File: config.mk
export PLATFORM = sky130hd
export DESIGN_NAME = brs_host
export DESIGN_NICKNAME = d
export VERILOG_FILES = /design/src/brs_pkg.sv /design/src/brs_host.sv
export SDC_FILE = /design/constraint.sdc
export NUM_CORES = 1
export LEC_CHECK = 0
export BUFFER_PORTS_ARGS = -buffer_cell sky130_fd_sc_hd__buf_2
export CAP_MARGIN = 10
export CORE_MARGIN = 4
export CORE_UTILIZATION = 32
export DETAILED_ROUTE_END_ITERATION = 7
export SLEW_MARGIN = 20
export SYNTH_ARGS = -nofsm -noshare
export SYNTH_HDL_FRONTEND = slang
export SYNTH_SLANG_ARGS = --single-unit
File: constraint.sdc
create_clock -name mclk -period 2.6 [get_ports mclk]
set_input_delay 0.39 -clock mclk [delete_from_list [all_inputs] [get_ports mclk]]
set_output_delay 0.39 -clock mclk [all_outputs]
set_load 0.1 [all_outputs]
File: src/brs_pkg.sv
// brs_pkg: constants, timing counts and state type for the bridge converter host.
// assumes a 100 MHz mclk; every count is derived from a time in its own unit.
`default_nettype none

package brs_pkg;

   // ==========================================================
   // clock and rounding
   localparam int CLK_PERIOD_NS = 10;

   // least time in ns to whole mclk cycles, never below one
   function automatic int brs_cyc_ceil(input int time_ns);
      int cyc;
      cyc = (time_ns + CLK_PERIOD_NS - 1) / CLK_PERIOD_NS;
      return (cyc < 1) ? 1 : cyc;
   endfunction : brs_cyc_ceil

   // ==========================================================
   // pin timing
   localparam int SCLK_HALF_NS = 100;
   localparam int SCLK_HALF_CYC = brs_cyc_ceil(SCLK_HALF_NS);
   localparam int PD_MIN_NS = 26000;
   localparam int PD_MIN_CYC = brs_cyc_ceil(PD_MIN_NS);
   localparam int WAKE_NS = 7950;
   localparam int WAKE_CYC = brs_cyc_ceil(WAKE_NS);

   // standby activation time, equal to the conversion period of each rate
   localparam int STANDBY_FAST_US = 12500;
   localparam int STANDBY_SLOW_US = 100000;

   // ==========================================================
   // result framing
   localparam int RESULT_BITS = 24;
   localparam int FORCE_PULSE = 25;
   localparam logic [23:0] RESULT_POS_FULL = 24'h7fffff;
   localparam logic [23:0] RESULT_NEG_FULL = 24'h800000;
   localparam int TMR_W = 24;
   localparam int PH_W = 8;

   typedef enum logic [2:0] {
      ST_PD,
      ST_WAKE,
      ST_ARM,
      ST_IDLE,
      ST_SHIFT,
      ST_HOLD,
      ST_STANDBY
   } brs_state_type;

endpackage : brs_pkg

`default_nettype wire

File: src/brs_host.sv
// brs_host: host-side controller for a continuously converting 24-bit bridge converter.
// assumes the converter pins are wired directly; the serial output pin is asynchronous
// to mclk, the shift clock is made here by dividing mclk.
//
// Notes on behaviour
// - clock pulses shift 24 bits MSB first
// - finish the readout within one conversion period
// - never clock during the update blackout
// - 25th pulse forces pin high until ready
// - standby: hold clock high after ready low
// - standby may be requested mid readout
// - raise clock within standby request window
// - clock low wakes converter from standby
// - power-down pin low shuts converter down anytime
// - power-down at least 26 us, wake 7.95 us
// - power-down may interrupt a readout
`timescale 1ns/1ps
`default_nettype none

module brs_host
   import brs_pkg::*;
#(
   parameter int STANDBY_FAST_CYC = brs_cyc_ceil(STANDBY_FAST_US * 1000),
   parameter int STANDBY_SLOW_CYC = brs_cyc_ceil(STANDBY_SLOW_US * 1000)
) (
   input wire logic mclk,
   input wire logic rst,
   input wire logic read_enable,
   input wire logic force_high_en,
   input wire logic speed_high,
   input wire logic standby_req,
   input wire logic powerdown_req,
   input wire logic ready_and_serial_out,
   output logic sclk,
   output logic powerdown_n,
   output logic speed_sel,
   output logic [23:0] result,
   output logic result_valid,
   output logic result_clipped,
   output logic busy,
   output logic standby_active
);

   // ==========================================================
   // pin synchroniser
   logic data_meta;
   logic data_sync;

   always_ff @(posedge mclk) begin
      if (rst) begin
         data_meta <= 1'b1;
         data_sync <= 1'b1;
      end else begin
         data_meta <= ready_and_serial_out;
         data_sync <= data_meta;
      end
   end

   // ==========================================================
   // state, shift clock and timing
   brs_state_type state;
   logic [PH_W-1:0] ph;
   logic [4:0] bit_cnt;
   logic [TMR_W-1:0] tmr;
   logic [23:0] shreg;
   logic ph_end;
   logic [TMR_W-1:0] standby_cyc;
   logic [4:0] last_pulse;

   assign ph_end = (ph == PH_W'(SCLK_HALF_CYC - 1));
   assign standby_cyc = speed_sel ? TMR_W'(STANDBY_FAST_CYC) : TMR_W'(STANDBY_SLOW_CYC);
   // the extra pulse is only sent when the user wants the pin parked high
   assign last_pulse = force_high_en ? 5'(FORCE_PULSE) : 5'(RESULT_BITS);

   // rate pin follows the user choice one mclk cycle later, through a register
   always_ff @(posedge mclk) begin
      if (rst) begin
         speed_sel <= 1'b0;
      end else begin
         speed_sel <= speed_high;
      end
   end

   always_ff @(posedge mclk) begin
      if (rst) begin
         // reset starts with a full power-down cycle so the converter restarts clean
         state <= ST_PD;
         sclk <= 1'b0;
         powerdown_n <= 1'b0;
         ph <= '0;
         bit_cnt <= '0;
         tmr <= '0;
         shreg <= '0;
      end else if (powerdown_req && state != ST_PD) begin
         // power-down overrides everything, even mid readout
         state <= ST_PD;
         sclk <= 1'b0;
         powerdown_n <= 1'b0;
         tmr <= '0;
         ph <= '0;
         bit_cnt <= '0;
      end else begin
         case (state)
            ST_PD: begin
               powerdown_n <= 1'b0;
               sclk <= 1'b0;
               if (tmr < TMR_W'(PD_MIN_CYC - 1)) begin
                  tmr <= tmr + 1'b1;
               end else if (!powerdown_req) begin
                  powerdown_n <= 1'b1;
                  tmr <= '0;
                  state <= ST_WAKE;
               end
            end
            ST_WAKE: begin
               if (tmr == TMR_W'(WAKE_CYC - 1)) begin
                  tmr <= '0;
                  state <= ST_ARM;
               end else begin
                  tmr <= tmr + 1'b1;
               end
            end
            ST_ARM: begin
               // wait for high first: an unforced pin may still hold a low last bit
               if (data_sync) begin
                  state <= ST_IDLE;
               end
            end
            ST_IDLE: begin
               ph <= '0;
               bit_cnt <= '0;
               if (!data_sync) begin
                  if (standby_req) begin
                     // raised at once, well inside the request window
                     sclk <= 1'b1;
                     tmr <= '0;
                     state <= ST_HOLD;
                  end else if (read_enable) begin
                     // start on the low level itself, so the read ends far
                     // ahead of the next update and its blackout
                     sclk <= 1'b1;
                     state <= ST_SHIFT;
                  end
               end
            end
            ST_SHIFT: begin
               if (!ph_end) begin
                  ph <= ph + 1'b1;
               end else if (sclk) begin
                  ph <= '0;
                  sclk <= 1'b0;
               end else begin
                  ph <= '0;
                  bit_cnt <= bit_cnt + 1'b1;
                  // the pin moved to the next bit on the rising edge; sample late in low
                  if (bit_cnt < 5'(RESULT_BITS)) begin
                     shreg <= {shreg[22:0], data_sync};
                  end
                  if (standby_req) begin
                     sclk <= 1'b1;
                     tmr <= '0;
                     state <= ST_HOLD;
                  end else if (bit_cnt + 5'd1 == last_pulse) begin
                     state <= ST_ARM;
                  end else begin
                     sclk <= 1'b1;
                  end
               end
            end
            ST_HOLD: begin
               sclk <= 1'b1;
               if (tmr == standby_cyc - 1'b1) begin
                  state <= ST_STANDBY;
               end else begin
                  tmr <= tmr + 1'b1;
               end
            end
            ST_STANDBY: begin
               if (!standby_req) begin
                  // the first result after wakeup is valid but slow to come
                  sclk <= 1'b0;
                  state <= ST_ARM;
               end
            end
            default: begin
               state <= ST_PD;
               sclk <= 1'b0;
               powerdown_n <= 1'b0;
               tmr <= '0;
            end
         endcase
      end
   end

   // ==========================================================
   // result and status
   logic read_done;

   assign read_done = (state == ST_SHIFT) && ph_end && !sclk && !standby_req
      && !powerdown_req && (bit_cnt + 5'd1 >= 5'(RESULT_BITS))
      && (bit_cnt < 5'(RESULT_BITS));

   always_ff @(posedge mclk) begin
      if (rst) begin
         result <= '0;
         result_valid <= 1'b0;
         result_clipped <= 1'b0;
      end else begin
         result_valid <= read_done;
         if (read_done) begin
            result <= {shreg[22:0], data_sync};
            // full-scale codes mean the input was out of range
            result_clipped <= ({shreg[22:0], data_sync} == RESULT_POS_FULL)
               || ({shreg[22:0], data_sync} == RESULT_NEG_FULL);
         end
      end
   end

   always_ff @(posedge mclk) begin
      if (rst) begin
         busy <= 1'b1;
         standby_active <= 1'b0;
      end else begin
         busy <= (state == ST_PD) || (state == ST_WAKE) || (state == ST_SHIFT)
            || (state == ST_HOLD);
         standby_active <= (state == ST_STANDBY) && !powerdown_req;
      end
   end

   // ==========================================================
   // checks
   logic [TMR_W-1:0] pd_low_cnt;

   always_ff @(posedge mclk) begin
      if (rst) begin
         pd_low_cnt <= '0;
      end else if (powerdown_n) begin
         pd_low_cnt <= '0;
      end else begin
         pd_low_cnt <= pd_low_cnt + 1'b1;
      end
   end

   property p_pd_width;
      @(posedge mclk) disable iff (rst)
         $rose(powerdown_n) |-> pd_low_cnt >= TMR_W'(PD_MIN_CYC);
   endproperty
   a_pd_width: assert property (p_pd_width)
      else $error("power-down released too early");

   property p_no_clock_in_pd;
      @(posedge mclk) disable iff (rst)
         !powerdown_n |-> !sclk;
   endproperty
   a_no_clock_in_pd: assert property (p_no_clock_in_pd)
      else $error("shift clock high during power-down");

   // length of the current high level, saturating so a standby hold cannot wrap it
   logic [PH_W-1:0] hi_run;

   always_ff @(posedge mclk) begin
      if (rst) begin
         hi_run <= '0;
      end else if (!sclk) begin
         hi_run <= '0;
      end else if (hi_run != '1) begin
         hi_run <= hi_run + 1'b1;
      end
   end

   // only a power-down may cut a high phase short
   property p_high_width;
      @(posedge mclk) disable iff (rst)
         $fell(sclk) && !$past(powerdown_req) |-> hi_run >= PH_W'(SCLK_HALF_CYC);
   endproperty
   a_high_width: assert property (p_high_width)
      else $error("shift clock high phase too short");

   property p_start_on_ready;
      @(posedge mclk) disable iff (rst)
         $rose(sclk) && $past(state) == ST_IDLE |-> !$past(data_sync);
   endproperty
   a_start_on_ready: assert property (p_start_on_ready)
      else $error("readout started without ready low");

   property p_pulse_limit;
      @(posedge mclk) disable iff (rst)
         state == ST_SHIFT |-> bit_cnt < 5'(FORCE_PULSE);
   endproperty
   a_pulse_limit: assert property (p_pulse_limit)
      else $error("more than 25 shift pulses in one readout");

   property p_valid_after_bits;
      @(posedge mclk) disable iff (rst)
         result_valid |-> $past(bit_cnt, 2) == 5'(RESULT_BITS - 1) && !$past(sclk);
   endproperty
   a_valid_after_bits: assert property (p_valid_after_bits)
      else $error("result flagged before 24 bits");

   property p_standby_held;
      @(posedge mclk) disable iff (rst)
         $rose(standby_active) |-> sclk && $past(state, 2) == ST_HOLD;
   endproperty
   a_standby_held: assert property (p_standby_held)
      else $error("standby flagged without clock held high");

   property p_wake_low;
      @(posedge mclk) disable iff (rst)
         state == ST_STANDBY && !standby_req && !powerdown_req |=> !sclk ##1 !sclk;
   endproperty
   a_wake_low: assert property (p_wake_low)
      else $error("shift clock not dropped on wakeup");

   property p_hold_keeps_high;
      @(posedge mclk) disable iff (rst)
         state == ST_HOLD && !powerdown_req |=> sclk;
   endproperty
   a_hold_keeps_high: assert property (p_hold_keeps_high)
      else $error("shift clock dropped during standby hold");

   property p_pd_follows_req;
      @(posedge mclk) disable iff (rst)
         powerdown_req |=> !powerdown_n && !sclk;
   endproperty
   a_pd_follows_req: assert property (p_pd_follows_req)
      else $error("power-down request not obeyed on the next edge");

   property p_result_steady;
      @(posedge mclk) disable iff (rst)
         !result_valid |-> $stable(result);
   endproperty
   a_result_steady: assert property (p_result_steady)
      else $error("result changed without a valid pulse");

endmodule : brs_host

`default_nettype wire

==> flow_results.org <==
** Critical path
- In this run the worst setup path terminates at tmr[16].
- Reg-to-reg slack, setup :: between 0.1 and 0.15 ns
- Traced cell by cell, the critical path runs through ha_1 > or4b_4 > o21ai_1 > a21boi_1 > o211ai_2 > buf_4 > o21bai_1 > a32o_1.
- Slowest library cell on the worst path :: or4b_4
- The worst setup path is launched from a flip-flop.
- Nature of the critical path endpoint :: flip-flop
- Crit path DAT :: 2.72 ns
- Max stage delay on crit path :: ~0.48 ns
- Critical path launch point :: ph[0]
- The worst register-to-register path begins at ph[0].
- Setup CP Type :: reg -> reg
- STA puts the critical path data required time at 2.84 ns.
- The worst register-to-register path ends at tmr[16].
- For the worst flop-to-flop path, the logic depth is 8.
- Along the worst path, the maximum fanout reaches 10.

** Finish
- Synth-to-layout area growth :: 16.6%
- The multi-input combinational cells in the finished layout cover a total of between 0.002 and 0.003 mm^2.
- Fraction of final layout cells with drive strength greater than 1 :: 0.168
- The final layout contains about 640 nets.
- After routing the design area is ~0.0056 mm^2.
- The sequential cells in the finished layout cover a total of between 0.0015 and 0.002 mm^2.
- 0 antenna diodes ended up in the layout.
- The filler cells instantiated in the layout total roughly 1500.

** Drt
- The final layout contains routed wiring with a total length of between 10000 and 15000 um.
- Remaining design rule violation count :: 0
- Antenna-violating nets left :: 0
- Routed wirelength normalized by instance count :: roughly 15 um
- DR vias :: around 4500
- Routed via count divided by cell count :: approximately 5.5
- Number of violations reported at the end of detailed-routing iteration 0 :: 374
- For this run, the detailed router's first-pass iteration total came to 5.

** Synth
- Summed over all instances, the cell type with the most area after synthesis is dfxtp_1.
- Of all flip-flops after synthesis, the portion carrying an async set or reset was 0.
- Yosys printed 0 warnings.
- In this run, synthesis inferred 0 flip-flops with an integrated enable.
- Summed instance area of the synthesized netlist :: ~0.0048 mm^2
- Of the synthesized area, sequential elements account for 0.402.
- By area the synthesized netlist is led by dfxtp_1 40%, nand2_1 7.2%, a21oi_1 6.0%.
- Main flop type after synthesis :: dfxtp_1
- In this run, synthesis produced a sequential element count of 96.
- Most frequently used cell type in the post-synthesis netlist :: dfxtp_1
- Cells after Synth :: a little under 600
- Netlist cell types :: 67
- The number of nets in the synthesized netlist is 604.
- Cell types with the highest counts after synthesis :: 96 x dfxtp_1, 92 x nand2_1, 57 x a21oi_1, 50 x nor2_1
- After synthesis, the mean cell area works out to between 8 and 9 um^2.
- Top-area cell type share of the netlist area :: 0.402

** Floorplanning
- Chip Width :: around 130 um
- The core region is between 0.01 and 0.015 mm^2.
- From bottom edge to top edge, the die measures 130 um.
- IO Count :: 39
- Die area :: approximately 0.017 mm^2
- For this configuration, the core starts out at a cell density of 0.328.
- The floorplan has 44 rows.

** Clock network
- Clock Pin Slew Worst Setup and Hold Paths :: 0.07 ns
- Insertion delay of the later-clocked pin in the worst-skew pair :: 0.35 ns
- CTS built an H-tree with a depth of 3.
- Buffers inserted during clock tree synthesis total 9.
- Num Clock Sinks :: 96
- No sink is reached through more buffers than the 2 on the longest clock path.
- Hold-fix buffer count after cts :: 0
- The tree is rooted in a clkbuf_16.
- TritonCTS built the clock tree.

** STA
- The final hold violation count was 0.
- RSZ-0062 raised after global routing :: false
- The number of max-slew violations in the final report was 0.
- Setup violations remaining at the end of the flow were counted as 0.
- Max Freq :: around 0.40 GHz
- At the pin with the least slew margin, the transition time is slightly above 0.6 ns.
- Headroom to the max-slew limit :: 0.597
- Tcrit/Tclk final :: 0.951
- Final min period :: 2.47 ns
- Fin Setup TNS :: 0 ns
- Clk_skew :: 0.00733 ns

** Pwr
- Final Total Pwr :: a little under 3000 uW
- IR drop worst, VDD :: 0.000301 V
- For this design the static power due to leakage is about 0.0020 uW.
- Dividing total power by cell area gives a power density of 521 mW/mm^2.

** GRT
- Vias in the first global route :: ~4000
- Initial antenna violation count :: 0
- Summed over all layers, the global routing overflow is 0.
- Pin count of the biggest net entering global routing :: 57
- In the global route stage, overall resource usage came out at 0.146.
- Global-route wire length before repair :: 20100 um

** Placement
- Summing all placed instances gives a cell area of 0.00526 mm^2.
- Placer Congestion :: approximately 0.84
- Detailed placement ended at an HPWL of 8430 um.
- Number of input and output port buffers inserted :: 38

** Worst hold path
- The worst hold path belongs to the class in -> reg.

** Job
- Max-cap violation count :: 0

** Run status
- Outcome :: completed
worst min-delay path by stage:
stage | cells past startpoint | slack, ns | end | from
3_3_place_gp | 1 | 0.40 | data_sync | data_meta
3_5_place_dp | 1 | 0.41 | data_sync | data_meta
6_report | 2 | 0.23 | data_meta | ready_and_serial_out
5_1_grt | 2 | 0.23 | data_meta | ready_and_serial_out
4_1_cts | 2 | 0.22 | data_meta | ready_and_serial_out
2_1_floorplan | 1 | 0.39 | data_sync | data_meta
sequential cells by signal (all words and copies together) (netlist names), 3 cells and up:
| name | flops |
|---|---|
| bit_cnt | 5 |
| ph | 8 |
| result | 24 |
| shreg | 23 |
| state | 3 |
| tmr | 24 |
power breakdown:
part | total [uW] | leakage (uW) | internal, uW | switching, uW
sequential | 1490 | 0.000774 | 1480 | 10.1
combinational | 76.1 | 0.00106 | 24.0 | 52.1
clock | 1340 | 0.000148 | 753 | 585
total | 2900 | 0.00198 | 2250 | 647
critical path, delay by kind of cell (launching register included):
kind / cells / cell delay, ns
AOI/OAI and AO/OA: 5 / 1.13
and+or+nand+nor: 1 / 0.48
DFF: 1 / 0.39
buffers and inverters: 1 / 0.22
adders and majority gates: 1 / 0.15
metal layers:
metal | vias to the layer above | track usage | share of wire
li1 | 2194 | - | -
met3 | 17 | 0.0344 | 0.052
met5 | - | 0 | 0
met4 | 0 | 0.0593 | 0.016
met2 | 123 | 0.225 | 0.46
met1 | 2117 | 0.196 | 0.47
cells in the final DEF (no fill, tap or decap), types with 3 or more instances in the layout:
| cell | count |
|---|---|
| nand2_1 | 92 |
| a21o_1 | 3 |
| nor4b_1 | 5 |
| o31ai_1 | 4 |
| inv_6 | 3 |
| clkbuf_16 | 9 |
| a211oi_1 | 4 |
| dfxtp_1 | 95 |
| buf_4 | 27 |
| buf_12 | 3 |
| a21oi_1 | 57 |
| o21bai_1 | 5 |
| nor4_1 | 11 |
| nand2b_1 | 5 |
| nand3_1 | 21 |
| buf_2 | 38 |
| nor3b_1 | 5 |
| nor2b_1 | 10 |
| nor2_1 | 50 |
| or3b_2 | 5 |
| or4_1 | 4 |
| o22ai_1 | 8 |
| nand4_1 | 10 |
| o21ai_0 | 16 |
| and3_1 | 12 |
| or3_1 | 14 |
| inv_1 | 6 |
| ha_1 | 6 |
| a32o_1 | 3 |
| mux2i_1 | 24 |
| a31oi_1 | 9 |
| nand3b_1 | 4 |
| nor3_1 | 12 |
timing repair:
item                                    4_1_cts  5_1_grt
endpoints found under the setup margin        0       10
hold endpoints to repair                      0        0
buffers inserted                              0        0
resized for setup                             0        5
logic make-up after synthesis:
logic type      after synthesis  share of synthesized area
buf+inv                      48                     0.0466
mux                          24                     0.0503
fa+ha+maj                     6                     0.0157
simple gates                280                      0.306
compound gates              133                      0.174
flops                        96                      0.402
xor+xnor                      3                    0.00550
layout make-up:
cell class                 instances  area share
clock buffer                      10      0.0411
clock inverter                     6      0.0119
inverter                           6     0.00404
multi-input combinational        446       0.475
sequential                        96       0.345
tap                              184      0.0413
timing repair buffer              68      0.0813
stage by stage:
step	hold WS [ns]	util	std cells	setup slack (ns)
floorplan	0.389	-	590	0.214
global placement	0.400	0.361	800	0.165
detailed placement	0.405	0.361	800	0.0822
CTS	0.219	0.381	816	0.0527
global route	0.232	0.382	816	0.0244
finish	0.229	0.382	816	0.126
Power figures use the tool's default switching activity.
